### config.mk
export PLATFORM = sky130hd
export DESIGN_NAME = cam_addr_unit
export DESIGN_NICKNAME = d
export VERILOG_FILES = /design/src/hdl/cam_addr_unit.v
export VERILOG_INCLUDE_DIRS = /design/src /design/src/hdl
export SDC_FILE = /design/constraint.sdc
export NUM_CORES = 1
export LEC_CHECK = 0
export BUFFER_PORTS_ARGS = -buffer_cell sky130_fd_sc_hd__buf_4
export CORE_UTILIZATION = 55
export CTS_CLUSTER_DIAMETER = 80
export CTS_CLUSTER_SIZE = 16
export DETAILED_ROUTE_END_ITERATION = 10
export GPL_TIMING_DRIVEN = 0
export PLACE_DENSITY = 0.88
export RECOVER_POWER = 50
export SKIP_CTS_REPAIR_TIMING = 1
export SYNTH_ARGS = -nofsm -noshare
export SYNTH_HDL_FRONTEND = slang
export SYNTH_SLANG_ARGS = --single-unit
### constraint.sdc
create_clock -name i_clk -period 9.1 [get_ports i_clk]
set_input_delay 1.82 -clock i_clk [delete_from_list [all_inputs] [get_ports i_clk]]
set_output_delay 1.82 -clock i_clk [all_outputs]
set_load 0.03 [all_outputs]
### src/hdl/cam_map.vh
// Purpose: Constants for the operand addressing unit.
// Assumes: Included by cam_addr_unit.v and by both bench files.
// Notes:   Mode codes, prefix value, mask levels and zero page top.
`ifndef CAM_MAP_VH
`define CAM_MAP_VH

// Addressing mode codes.
`define CAM_MODE_INH     4'h0
`define CAM_MODE_IMM     4'h1
`define CAM_MODE_DIR_S   4'h2
`define CAM_MODE_DIR_L   4'h3
`define CAM_MODE_IDX_0   4'h4
`define CAM_MODE_IDX_S   4'h5
`define CAM_MODE_IDX_L   4'h6
`define CAM_MODE_IND_S   4'h7
`define CAM_MODE_IND_L   4'h8
`define CAM_MODE_IIX_S   4'h9
`define CAM_MODE_REL     4'hA

// Prefix selecting the second index register.
`define CAM_PFX_SECOND   8'h90
// Interrupt mask levels.
`define CAM_MASK_HIGH    2'h3
`define CAM_MASK_LOW     2'h0
// Zero page top address.
`define CAM_ZP_TOP       16'h00FF

`endif

### src/hdl/cam_addr_unit.v
// Purpose: Operand addressing unit of an 8-bit core: length, pointers, effective address.
// Assumes: Opcode, mode and memory data arrive from the fetch logic on i_clk.
// Notes:   Memory answers within the cycle in which o_mem_rd stands; data is taken at its end.
// Operation
// - Short direct and indirect forms reach page zero only; short indexed forms reach up to 1FE; long forms reach the full 64 Kbyte space.
// - Read-modify-write memory operations are flagged illegal in the three long addressing forms.
// - Inherent instructions are one byte, no operand bytes fetched.
// - Immediate instructions take one operand byte used directly as value.
// - Short direct fetches one address byte, zero-page operand.
// - Long direct fetches a two-byte address word.
// - Indexed address is unsigned index register plus offset.
// - Indexed without offset uses the index register alone.
// - Short indexed adds one-byte offset, up to 1FE.
// - Long indexed adds index to a two-byte offset word.
// - Indirect modes read operand address at zero-page pointer after opcode.
// - Short indirect reads a one-byte pointer, operands in page zero.
// - Long indirect reads a two-byte pointer word from page zero.
// - Indirect indexed adds index register to fetched pointer value.
// - Short indirect indexed: byte pointer plus index, up to 1FE.
// - Mask set sets level 3; mask clear sets level 0.
// - Halt stops oscillator; wait-for-interrupt idles until an interrupt.
// - Relative target is program counter plus 2 plus signed 8-bit offset.
// - Prefix 90 swaps first index register for second one.
`timescale 1ns/1ps
`include "cam_map.vh"

module cam_addr_unit (
    input  wire        i_clk,
    input  wire        i_reset,
    input  wire        i_start,
    input  wire [7:0]  i_prefix,
    input  wire [3:0]  i_mode,
    input  wire        i_rmw,
    input  wire        i_mask_irq_set_op,
    input  wire        i_mask_irq_clear_op,
    input  wire        i_halt_op,
    input  wire        i_wait_for_irq_op,
    input  wire        i_irq,
    input  wire [15:0] i_pc,
    input  wire [7:0]  i_idx_x,
    input  wire [7:0]  i_idx_y,
    input  wire [7:0]  i_mem_data,
    output wire        o_mem_rd,
    output reg  [15:0] o_mem_addr,
    output reg  [15:0] o_ea,
    output reg  [7:0]  o_imm,
    output reg         o_done,
    output reg         o_illegal,
    output reg  [15:0] o_pc_next,
    output reg  [1:0]  o_irq_mask,
    output reg         o_osc_stop,
    output reg         o_wait_state
);

    // Sequencer states.
    localparam [2:0] ST_IDLE = 3'h0;
    localparam [2:0] ST_OP1  = 3'h1;
    localparam [2:0] ST_OP2  = 3'h2;
    localparam [2:0] ST_PT1  = 3'h3;
    localparam [2:0] ST_PT2  = 3'h4;
    localparam [2:0] ST_FIN  = 3'h5;

    reg  [2:0]  state_reg;
    reg  [2:0]  state_next;
    reg  [3:0]  mode_reg;
    reg  [7:0]  index_reg;
    reg  [15:0] word_reg;
    reg  [15:0] pc_reg;
    reg         rd_req;
    reg         irq_meta_reg;
    reg         irq_sync_reg;
    reg         irq_hist_reg;
    wire        irq_wake;

    // Operand byte count following the opcode for a mode.
    function [1:0] op_bytes;
        input [3:0] mode;
        begin
            case (mode)
                `CAM_MODE_INH:   op_bytes = 2'h0;
                `CAM_MODE_IDX_0: op_bytes = 2'h0;
                `CAM_MODE_DIR_L: op_bytes = 2'h2;
                `CAM_MODE_IDX_L: op_bytes = 2'h2;
                default:         op_bytes = 2'h1;
            endcase
        end
    endfunction

    // Unsigned sum of index and base, cut to the 16-bit space.
    // unsigned index addition.
    function [15:0] idx_add;
        input [7:0]  idx;
        input [15:0] base;
        begin
            idx_add = base + {8'h00, idx};
        end
    endfunction

    // True for the long modes: long direct, long indexed and long indirect.
    function is_long;
        input [3:0] mode;
        begin
            is_long = (mode == `CAM_MODE_DIR_L) || (mode == `CAM_MODE_IDX_L) ||
                      (mode == `CAM_MODE_IND_L);
        end
    endfunction

    // True for modes that read a pointer from page zero.
    function is_pointer;
        input [3:0] mode;
        begin
            is_pointer = (mode == `CAM_MODE_IND_S) || (mode == `CAM_MODE_IND_L) ||
                         (mode == `CAM_MODE_IIX_S);
        end
    endfunction

    // Next pointer byte address; a pointer word wraps inside page zero.
    function [15:0] zp_next;
        input [15:0] addr;
        begin
            zp_next = {8'h00, addr[7:0] + 8'h01};
        end
    endfunction

    assign o_mem_rd = rd_req;

    // Next-state logic of the operand sequencer.
    always @* begin
        state_next = state_reg;
        case (state_reg)
            ST_IDLE: begin
                if (i_start) begin
                    if (op_bytes(i_mode) == 2'h0)
                        state_next = ST_FIN;
                    else
                        state_next = ST_OP1;
                end
            end
            ST_OP1: begin
                if (op_bytes(mode_reg) == 2'h2)
                    state_next = ST_OP2;
                else if (is_pointer(mode_reg))
                    state_next = ST_PT1;
                else
                    state_next = ST_FIN;
            end
            ST_OP2:  state_next = ST_FIN;
            ST_PT1: begin
                if (mode_reg == `CAM_MODE_IND_L)
                    state_next = ST_PT2;
                else
                    state_next = ST_FIN;
            end
            ST_PT2:  state_next = ST_FIN;
            ST_FIN:  state_next = ST_IDLE;
            default: state_next = ST_IDLE;
        endcase
    end

    // Memory read requests for operand and pointer bytes.
    always @* begin
        rd_req = 1'b0;
        case (state_reg)
            ST_OP1:  rd_req = 1'b1;
            ST_OP2:  rd_req = 1'b1;
            ST_PT1:  rd_req = 1'b1;
            ST_PT2:  rd_req = 1'b1;
            default: rd_req = 1'b0;
        endcase
    end

    // Sequencer state and the mode, index and program counter of the decode
    // in progress; a start that arrives while busy is ignored.
    always @(posedge i_clk or posedge i_reset) begin
        if (i_reset) begin
            state_reg <= ST_IDLE;
            mode_reg  <= 4'h0;
            index_reg <= 8'h00;
            pc_reg    <= 16'h0000;
            o_illegal <= 1'b0;
        end else begin
            state_reg <= state_next;
            if (state_reg == ST_IDLE && i_start) begin
                mode_reg <= i_mode;
                pc_reg   <= i_pc;
                if (i_prefix == `CAM_PFX_SECOND)
                    index_reg <= i_idx_y;
                else
                    index_reg <= i_idx_x;
                o_illegal <= i_rmw && is_long(i_mode);
            end
        end
    end

    // Operand and pointer bytes: the address of the next read and the word
    // assembled from the bytes that memory returns at the end of each cycle.
    always @(posedge i_clk or posedge i_reset) begin
        if (i_reset) begin
            word_reg   <= 16'h0000;
            o_mem_addr <= 16'h0000;
            o_imm      <= 8'h00;
        end else begin
            case (state_reg)
                ST_IDLE: begin
                    // The first operand byte follows the opcode.
                    if (i_start) begin
                        word_reg   <= 16'h0000;
                        o_mem_addr <= i_pc + 16'h0001;
                    end
                end
                ST_OP1: begin
                    o_imm    <= i_mem_data;
                    word_reg <= {8'h00, i_mem_data};
                    // Two-byte operands step on, pointer modes read at the byte.
                    if (op_bytes(mode_reg) == 2'h2)
                        o_mem_addr <= o_mem_addr + 16'h0001;
                    else
                        o_mem_addr <= {8'h00, i_mem_data};
                end
                ST_OP2: begin
                    word_reg <= {word_reg[7:0], i_mem_data};
                end
                ST_PT1: begin
                    // byte pointer read at zero page.
                    word_reg   <= {8'h00, i_mem_data};
                    o_mem_addr <= zp_next(o_mem_addr);
                end
                ST_PT2: begin
                    word_reg <= {word_reg[7:0], i_mem_data};
                end
                default: begin
                    word_reg <= word_reg;
                end
            endcase
        end
    end

    // Result registers: done pulse, next program counter and effective address,
    // loaded in the closing state and held until the next decode ends.
    always @(posedge i_clk or posedge i_reset) begin
        if (i_reset) begin
            o_done    <= 1'b0;
            o_pc_next <= 16'h0000;
            o_ea      <= 16'h0000;
        end else begin
            o_done <= (state_reg == ST_FIN);
            if (state_reg == ST_FIN) begin
                o_pc_next <= pc_reg + 16'h0001 + {14'h0000, op_bytes(mode_reg)};
                case (mode_reg)
                    `CAM_MODE_DIR_S: o_ea <= word_reg & `CAM_ZP_TOP;
                    `CAM_MODE_DIR_L: o_ea <= word_reg;
                    `CAM_MODE_IDX_0: o_ea <= {8'h00, index_reg};
                    `CAM_MODE_IDX_S: o_ea <= idx_add(index_reg, word_reg);
                    `CAM_MODE_IDX_L: o_ea <= idx_add(index_reg, word_reg);
                    `CAM_MODE_IND_S: o_ea <= word_reg & `CAM_ZP_TOP;
                    `CAM_MODE_IND_L: o_ea <= word_reg;
                    `CAM_MODE_IIX_S: o_ea <= idx_add(index_reg, word_reg);
                    `CAM_MODE_REL:   o_ea <= pc_reg + 16'h0002 +
                                             {{8{word_reg[7]}}, word_reg[7:0]};
                    default:         o_ea <= 16'h0000;
                endcase
            end
        end
    end

    // Interrupt mask level; set wins when both strobes arrive together.
    always @(posedge i_clk or posedge i_reset) begin
        if (i_reset) begin
            o_irq_mask <= `CAM_MASK_HIGH;
        end else begin
            if (i_mask_irq_set_op)
                o_irq_mask <= `CAM_MASK_HIGH;
            else if (i_mask_irq_clear_op)
                o_irq_mask <= `CAM_MASK_LOW;
        end
    end

    // Wake request synchroniser; the request may change while the clock is stopped.
    always @(posedge i_clk or posedge i_reset) begin
        if (i_reset) begin
            irq_meta_reg <= 1'b0;
            irq_sync_reg <= 1'b0;
            irq_hist_reg <= 1'b0;
        end else begin
            irq_meta_reg <= i_irq;
            irq_sync_reg <= irq_meta_reg;
            irq_hist_reg <= irq_sync_reg;
        end
    end

    // A wake request counts only once the last two stages agree on high.
    assign irq_wake = irq_sync_reg & irq_hist_reg;

    // Oscillator stop flag; a halt strobe wins over a wake in the same cycle.
    always @(posedge i_clk or posedge i_reset) begin
        if (i_reset) begin
            o_osc_stop <= 1'b0;
        end else begin
            if (i_halt_op)
                o_osc_stop <= 1'b1;
            else if (irq_wake)
                o_osc_stop <= 1'b0;
        end
    end

    // Low-power wait flag; a wait strobe wins over a wake in the same cycle.
    always @(posedge i_clk or posedge i_reset) begin
        if (i_reset) begin
            o_wait_state <= 1'b0;
        end else begin
            if (i_wait_for_irq_op)
                o_wait_state <= 1'b1;
            else if (irq_wake)
                o_wait_state <= 1'b0;
        end
    end

endmodule

==> flow_summary.json, run 1 <==
{
  "synth_edf_count": 0,
  "mostFrequentLayoutCells": "nand2_1 (143), buf_4 (118), dfrtp_1 (110)",
  "cts_max_level": 3,
  "first_pass_iters": 6,
  "maxCapViolCount": 1,
  "core_um2": 12100,
  "cts_root_buf": "clkbuf_16",
  "max_slew_margin_pct": -53.6,
  "final_nets": 995,
  "power.leakage_nw": 3.96,
  "numCtsBuffers": 9,
  "timing.fmax_mhz": 259,
  "antennaDiodeCount": 0,
  "cts_tree": "yes",
  "rows": 40,
  "yosysSeqAreaShare_pct": 40.2,
  "dp_hpwl_um": 14000,
  "drt_iter0_drc": 641,
  "status": "finished with violations",
  "syn_inst": 755,
  "yosysUniqueCellTypes": 73,
  "synth_area_um2": 6910,
  "initial_utilization_pct": 57.1,
  "rsz0062_at_grt": "false",
  "path_class": "reg -> out",
  "worst_pin_slew_ns": 2.29,
  "final_common_cell": "nand2_1",
  "finalClockSkew_ns": 0.00610,
  "wl_per_cell_um": 17.4,
  "fin_util_pct": 68.8,
  "avgSynthCellArea_um2": 9.16,
  "antenna_found_initial": 0,
  "clock_path_buffers": 2,
  "ant_nets": 0,
  "grt_max_degree": 63,
  "ir_drop_mv": 0.264,
  "die-area_um2": 13000,
  "vias": 6267,
  "drc": 0,
  "synth_top_area_share_pct": 39.8,
  "p_per_area_nw_per_um2": 399,
  "synth_seq_cells": 111,
  "die_w_um": 114,
  "routabilityCongestion": 0.917,
  "clkTransAtPathRegs_ns": 0.07,
  "vias_per_cell": 5.90,
  "io_pins": 124,
  "layoutNonFillerInstCount": 1062,
  "synth_ff_type": "dfrtp_1",
  "critPathLaunchType": "flop",
  "grtUsageTotal_pct": 29.4,
  "critPathArrivalTime_ns": 2.05,
  "dp.cells": 1047,
  "finalPower_mw": 3.32,
  "finalHoldViolCount": 0,
  "dieHeight_um": 114,
  "grt.overflow.total": 0,
  "cts_sinks": 111,
  "synth_warnings": 0,
  "violations": "capacitance limit, slew limit",
  "synth_nets": 860,
  "syn_to_final_growth_pct": 20.5,
  "tns_ns": 0,
  "slew_viol_final": 50,
  "synth_top_cells_by_area": "dfrtp_1 (40%), nand2_1 (7.8%), ha_1 (7.4%), xnor2_1 (4.2%), xor2_1 (3.7%)",
  "grt_pass1_vias": 6037,
  "crit_fanout": 10,
  "hold_path_class": "reg -> reg",
  "wirelength_um": 18400,
  "synthArstFlopShare_pct": 100,
  "yosysTopAreaCell": "dfrtp_1",
  "numPortBuffers": 123,
  "setup_viol_count_final": 0,
  "cp.required_ns": 7.28,
  "end_kind": "primary output",
  "fin_crit_sh_pct": 42.5,
  "grt_pass1_wl_um": 29800,
  "clkLatencyLatePin_ns": 0.35,
  "period_minus_slack_ns": 3.87,
  "layout-drive-gt1-share_pct": 20.2
}
worst paths after layout:
| path | start | to | slack (ns) | cells after the start |
|---|---|---|---|---|
| worst min-delay path | irq_meta_reg | irq_sync_reg | 0.35 | 0 |
| max in group asynchronous | i_reset | o_irq_mask[0] | 5.91 | 3 |
| worst max register to register | word_reg[1] | o_ea[15] | 6.06 | 13 |
| worst min register to register | irq_meta_reg | irq_sync_reg | 0.35 | 0 |
| worst max-delay path | state_reg[0] | o_mem_rd | 5.23 | 5 |
| min in group asynchronous | i_reset | o_imm[1] | 2.10 | 2 |
kinds of logic (layout without fill, tap and decap cells):
kind of cell	Yosys count	count (layout)	share of synthesized area, %
compound gates	199	199	19.3
simple gates	272	272	18.6
buf+inv	50	189	3.19
mux	17	17	2.61
xor+xnor	62	62	7.86
fa+ha+maj	44	44	8.29
flops	111	111	40.2
synthesized netlist by cell type, types with 3 or more instances:
library cell,count
fa_1,3
nand3_1,22
o21bai_1,3
buf_2,8
o221ai_1,6
nand2_1,143
o211ai_1,11
xnor2_1,33
a21oi_1,29
mux2_2,8
and2_1,4
inv_1,16
nor2_1,38
mux2i_1,9
nor2b_1,7
nor3_1,6
o21ai_1,47
inv_2,4
o22ai_1,3
nor4_1,4
nand2b_1,6
a22o_1,21
dfrtp_1,110
o21ai_0,25
o21a_1,3
a222oi_1,3
nand4_1,7
a21o_1,8
ha_1,41
and3_1,16
clkbuf_1,17
xor2_1,29
a221oi_1,4
a22oi_1,10
a31oi_1,4
per-stage QoR:
stage | instance area [µm²] | setup WS (ns) | hold WS, ns
global placement | 8050 | 3.16 | 0.337
global route | 8330 | 5.09 | 0.368
CTS | 8340 | 5.40 | 0.356
detailed placement | 8080 | 5.80 | 0.340
floorplan | 6910 | 4.35 | 0.331
finish | 8330 | 5.23 | 0.352
layer usage:
layer / up-vias / global-route usage, % / part of all wire (%)
li1: 2970 / - / -
met1: 2947 / 39.6 / 42
met2: 296 / 47.3 / 46
met3: 54 / 4.29 / 7.9
met4: 0 / 13.4 / 3.7
met5: - / 0 / 0
power breakdown:
group / leakage, nW / internal (mW) / switching, mW
clock network: 0.125 / 0.192 / 0.172
registers: 1.41 / 0.711 / 0.245
logic: 2.43 / 0.780 / 1.22
total: 3.96 / 1.68 / 1.64
worst max-delay path, stage by stage, from the launching register on:
cell and delay (ns):
dfrtp_1 0.32, clkbuf_1 0.33, nand2b_1 0.12, clkbuf_1 0.25
o21ai_1 0.40, buf_4 0.27
final cells by class:
cell class	instances	area, µm²
flip-flops and latches	111	2780
clock buffers	12	246
fillers	975	3780
multi-input cells	594	3910
plain buffers	29	124
well taps	168	210
inverters	21	93.8
repair buffers	124	951
clock inverters	3	20.0
(Power assumes the default switching activity.)
==> run 2, diff against run 1 <==
==> constraint.sdc (replaced) <==
create_clock -name i_clk -period 4 [get_ports i_clk]
set_input_delay 0.8 -clock i_clk [delete_from_list [all_inputs] [get_ports i_clk]]
set_output_delay 0.8 -clock i_clk [all_outputs]
set_load 0.03 [all_outputs]
==> run 2 against run 1 <==
  * The flow still finishes with violations (capacitance limit, slew limit)
  * Via count increased by 0.88%
  * Clock skew up 0.00064 ns
  * Sequential cell count unchanged
  * Sequential power is 130% higher
  * Total power is 130% higher
  * Critical path depth down 1
  * First-iteration DRC count increased by 0.94%
  * Sequential share of layout area increased by 0.11 points
  * Wire length hardly changed
  * Clock power up 130%
  * Cell area is 0.32% lower
  * Die area unchanged
  * Largest cell class unchanged
==> flow_summary.json, run 2 (synthesized netlist as in run 1, its figures left out) <==
{
  "die-area_um2": 13000,
  "cts_root_buf": "clkbuf_16",
  "seqCellArea_um2": 2780,
  "top_usage_layer": "met2",
  "clock_path_buffers": 2,
  "setup_slack_ns": 0.803,
  "drt_iter0_drc": 647,
  "status": "finished with violations",
  "dp_hpwl_um": 14000,
  "r2r_start": "word_reg[1]",
  "finalPower_mw": 7.53,
  "rsz0062_at_grt": "false",
  "maxCapViolCount": 1,
  "clock_power_share_pct": 11.0,
  "placed_area_um2": 8080,
  "place_ws_ns": 1.10,
  "drc": 0,
  "comb_power_share_pct": 60.1,
  "violations": "capacitance limit, slew limit",
  "p_per_area_nw_per_um2": 906,
  "fin_crit_sh_pct": 79.9,
  "path_class": "reg -> out",
  "ant_nets": 0,
  "cp.required_ns": 3.20,
  "pwr-share-seq_pct": 28.9,
  "hold_path_class": "reg -> reg",
  "layoutNonFillerInstCount": 1062,
  "rrSetupSlack_ns": 0.97,
  "numCtsBuffers": 9,
  "period_minus_slack_ns": 3.20,
  "use_met1_pct": 39.6,
  "routabilityCongestion": 0.917,
  "power_switching_mw": 3.72,
  "r2r-end": "o_ea[15]",
  "finalHoldViolCount": 0,
  "grt.overflow.total": 0,
  "layout-drive-gt1-share_pct": 19.5,
  "syn_to_final_growth_pct": 20.1,
  "critPathLaunchType": "flop",
  "worstHoldPathCells": 0,
  "crit_fanout": 10,
  "finalClockSkew_ns": 0.00674,
  "max_slew_margin_pct": -53.7,
  "worstHoldStart": "irq_meta_reg",
  "final_area_um2": 8300,
  "end_kind": "primary output",
  "grt_pass1_wl_um": 29800,
  "setup_viol_count_final": 0,
  "timing.fmax_mhz": 313,
  "vias": 6322,
  "p_int_mw": 3.80,
  "vias_per_cell": 5.95,
  "ir_drop_mv": 0.599,
  "ff2ff_path_depth": 13,
  "swShare_pct": 49.5,
  "rows": 40,
  "numPortBuffers": 123,
  "antennaDiodeCount": 0,
  "die_w_um": 114,
  "power.leakage_nw": 3.93,
  "grt_max_degree": 63,
  "first_pass_iters": 6,
  "met3_usage_pct": 4.29,
  "fillers": 978,
  "mostFrequentLayoutCells": "nand2_1 (143), buf_4 (112), dfrtp_1 (110)",
  "cts_sinks": 111,
  "grt_pass1_vias": 6037,
  "use_met2_pct": 47.3,
  "wirelength_um": 18400,
  "io_pins": 124,
  "worst_pin_slew_ns": 2.29,
  "slew_viol_final": 50,
  "critPathArrivalTime_ns": 2.40,
  "clkLatencyLatePin_ns": 0.35,
  "grtUsageTotal_pct": 29.4,
  "cts_tree": "yes",
  "wl_per_cell_um": 17.4,
  "antenna_found_initial": 0,
  "initial_utilization_pct": 57.1,
  "dieHeight_um": 114,
  "fin_util_pct": 68.6,
  "multi_input_area_um2": 3910,
  "clkTransAtPathRegs_ns": 0.07,
  "core_um2": 12100,
  "holdPathEnd": "irq_sync_reg",
  "final_common_cell": "nand2_1",
  "cts_max_level": 3,
  "crit_start": "state_reg[1]",
  "final_nets": 995,
  "dp.cells": 1047
}
==> run 2: changes by cell type in the layout (fill, tap and decap cells not counted), sizes merged <==
| cell | before | now |
|---|---|---|
| buf | 124 | 119 |
| clkbuf | 41 | 46 |
==> run 2: power by group through the flow <==
stage	logic (mW)	registers, mW	clock network [mW]
after floorplan	2.73	2.53	0
after global placement	4.36	2.15	0
after detailed placement	4.48	2.17	0
after CTS	4.52	2.16	0.839
after global routing	4.92	2.24	0.886
final	4.53	2.17	0.827
==> run 2: critical path: stages (launching register included) <==
cell and delay (ns):
dfrtp_1 0.36, clkbuf_1 0.43, xnor2_1 0.15, o21ai_0 0.79, buf_4 0.30
==> run 2: area by class of cell <==
class,instances,share of cell area [%]
multi-input cells,594,47.0
flip-flops and latches,111,33.5
repair buffers,124,11.1
clock buffers,12,2.97
well taps,168,2.53
plain buffers,29,1.49
inverters,21,1.13
clock inverters,3,0.241
==> run 2: worst max path at each step <==
stage                          to  slack [ns]  depth (start not counted)
detailed placement       o_ea[15]        1.10                         13
floorplan            index_reg[0]        0.27                          1
global placement    o_pc_next[13]       -0.92                          2
CTS                      o_ea[15]        1.03                         13
global route             o_mem_rd        0.67                          4
finish                   o_mem_rd        0.80                          4
==> run 2: per-layer routing <==
| metal | part of all wire, % | up-vias |
|---|---|---|
| met4 | 3.8 | 0 |
| li1 | - | 2971 |
| met2 | 46 | 302 |
| met1 | 42 | 2990 |
| met3 | 8.1 | 59 |
| met5 | 0 | - |
==> run 2: metrics by stage <==
stage                     hold slack (ns)  setup TNS [ns]
after floorplan                     0.331               0
after global placement              0.337          -99.92
after detailed placement            0.340               0
after CTS                           0.356               0
after global routing                0.368               0
final                               0.352               0
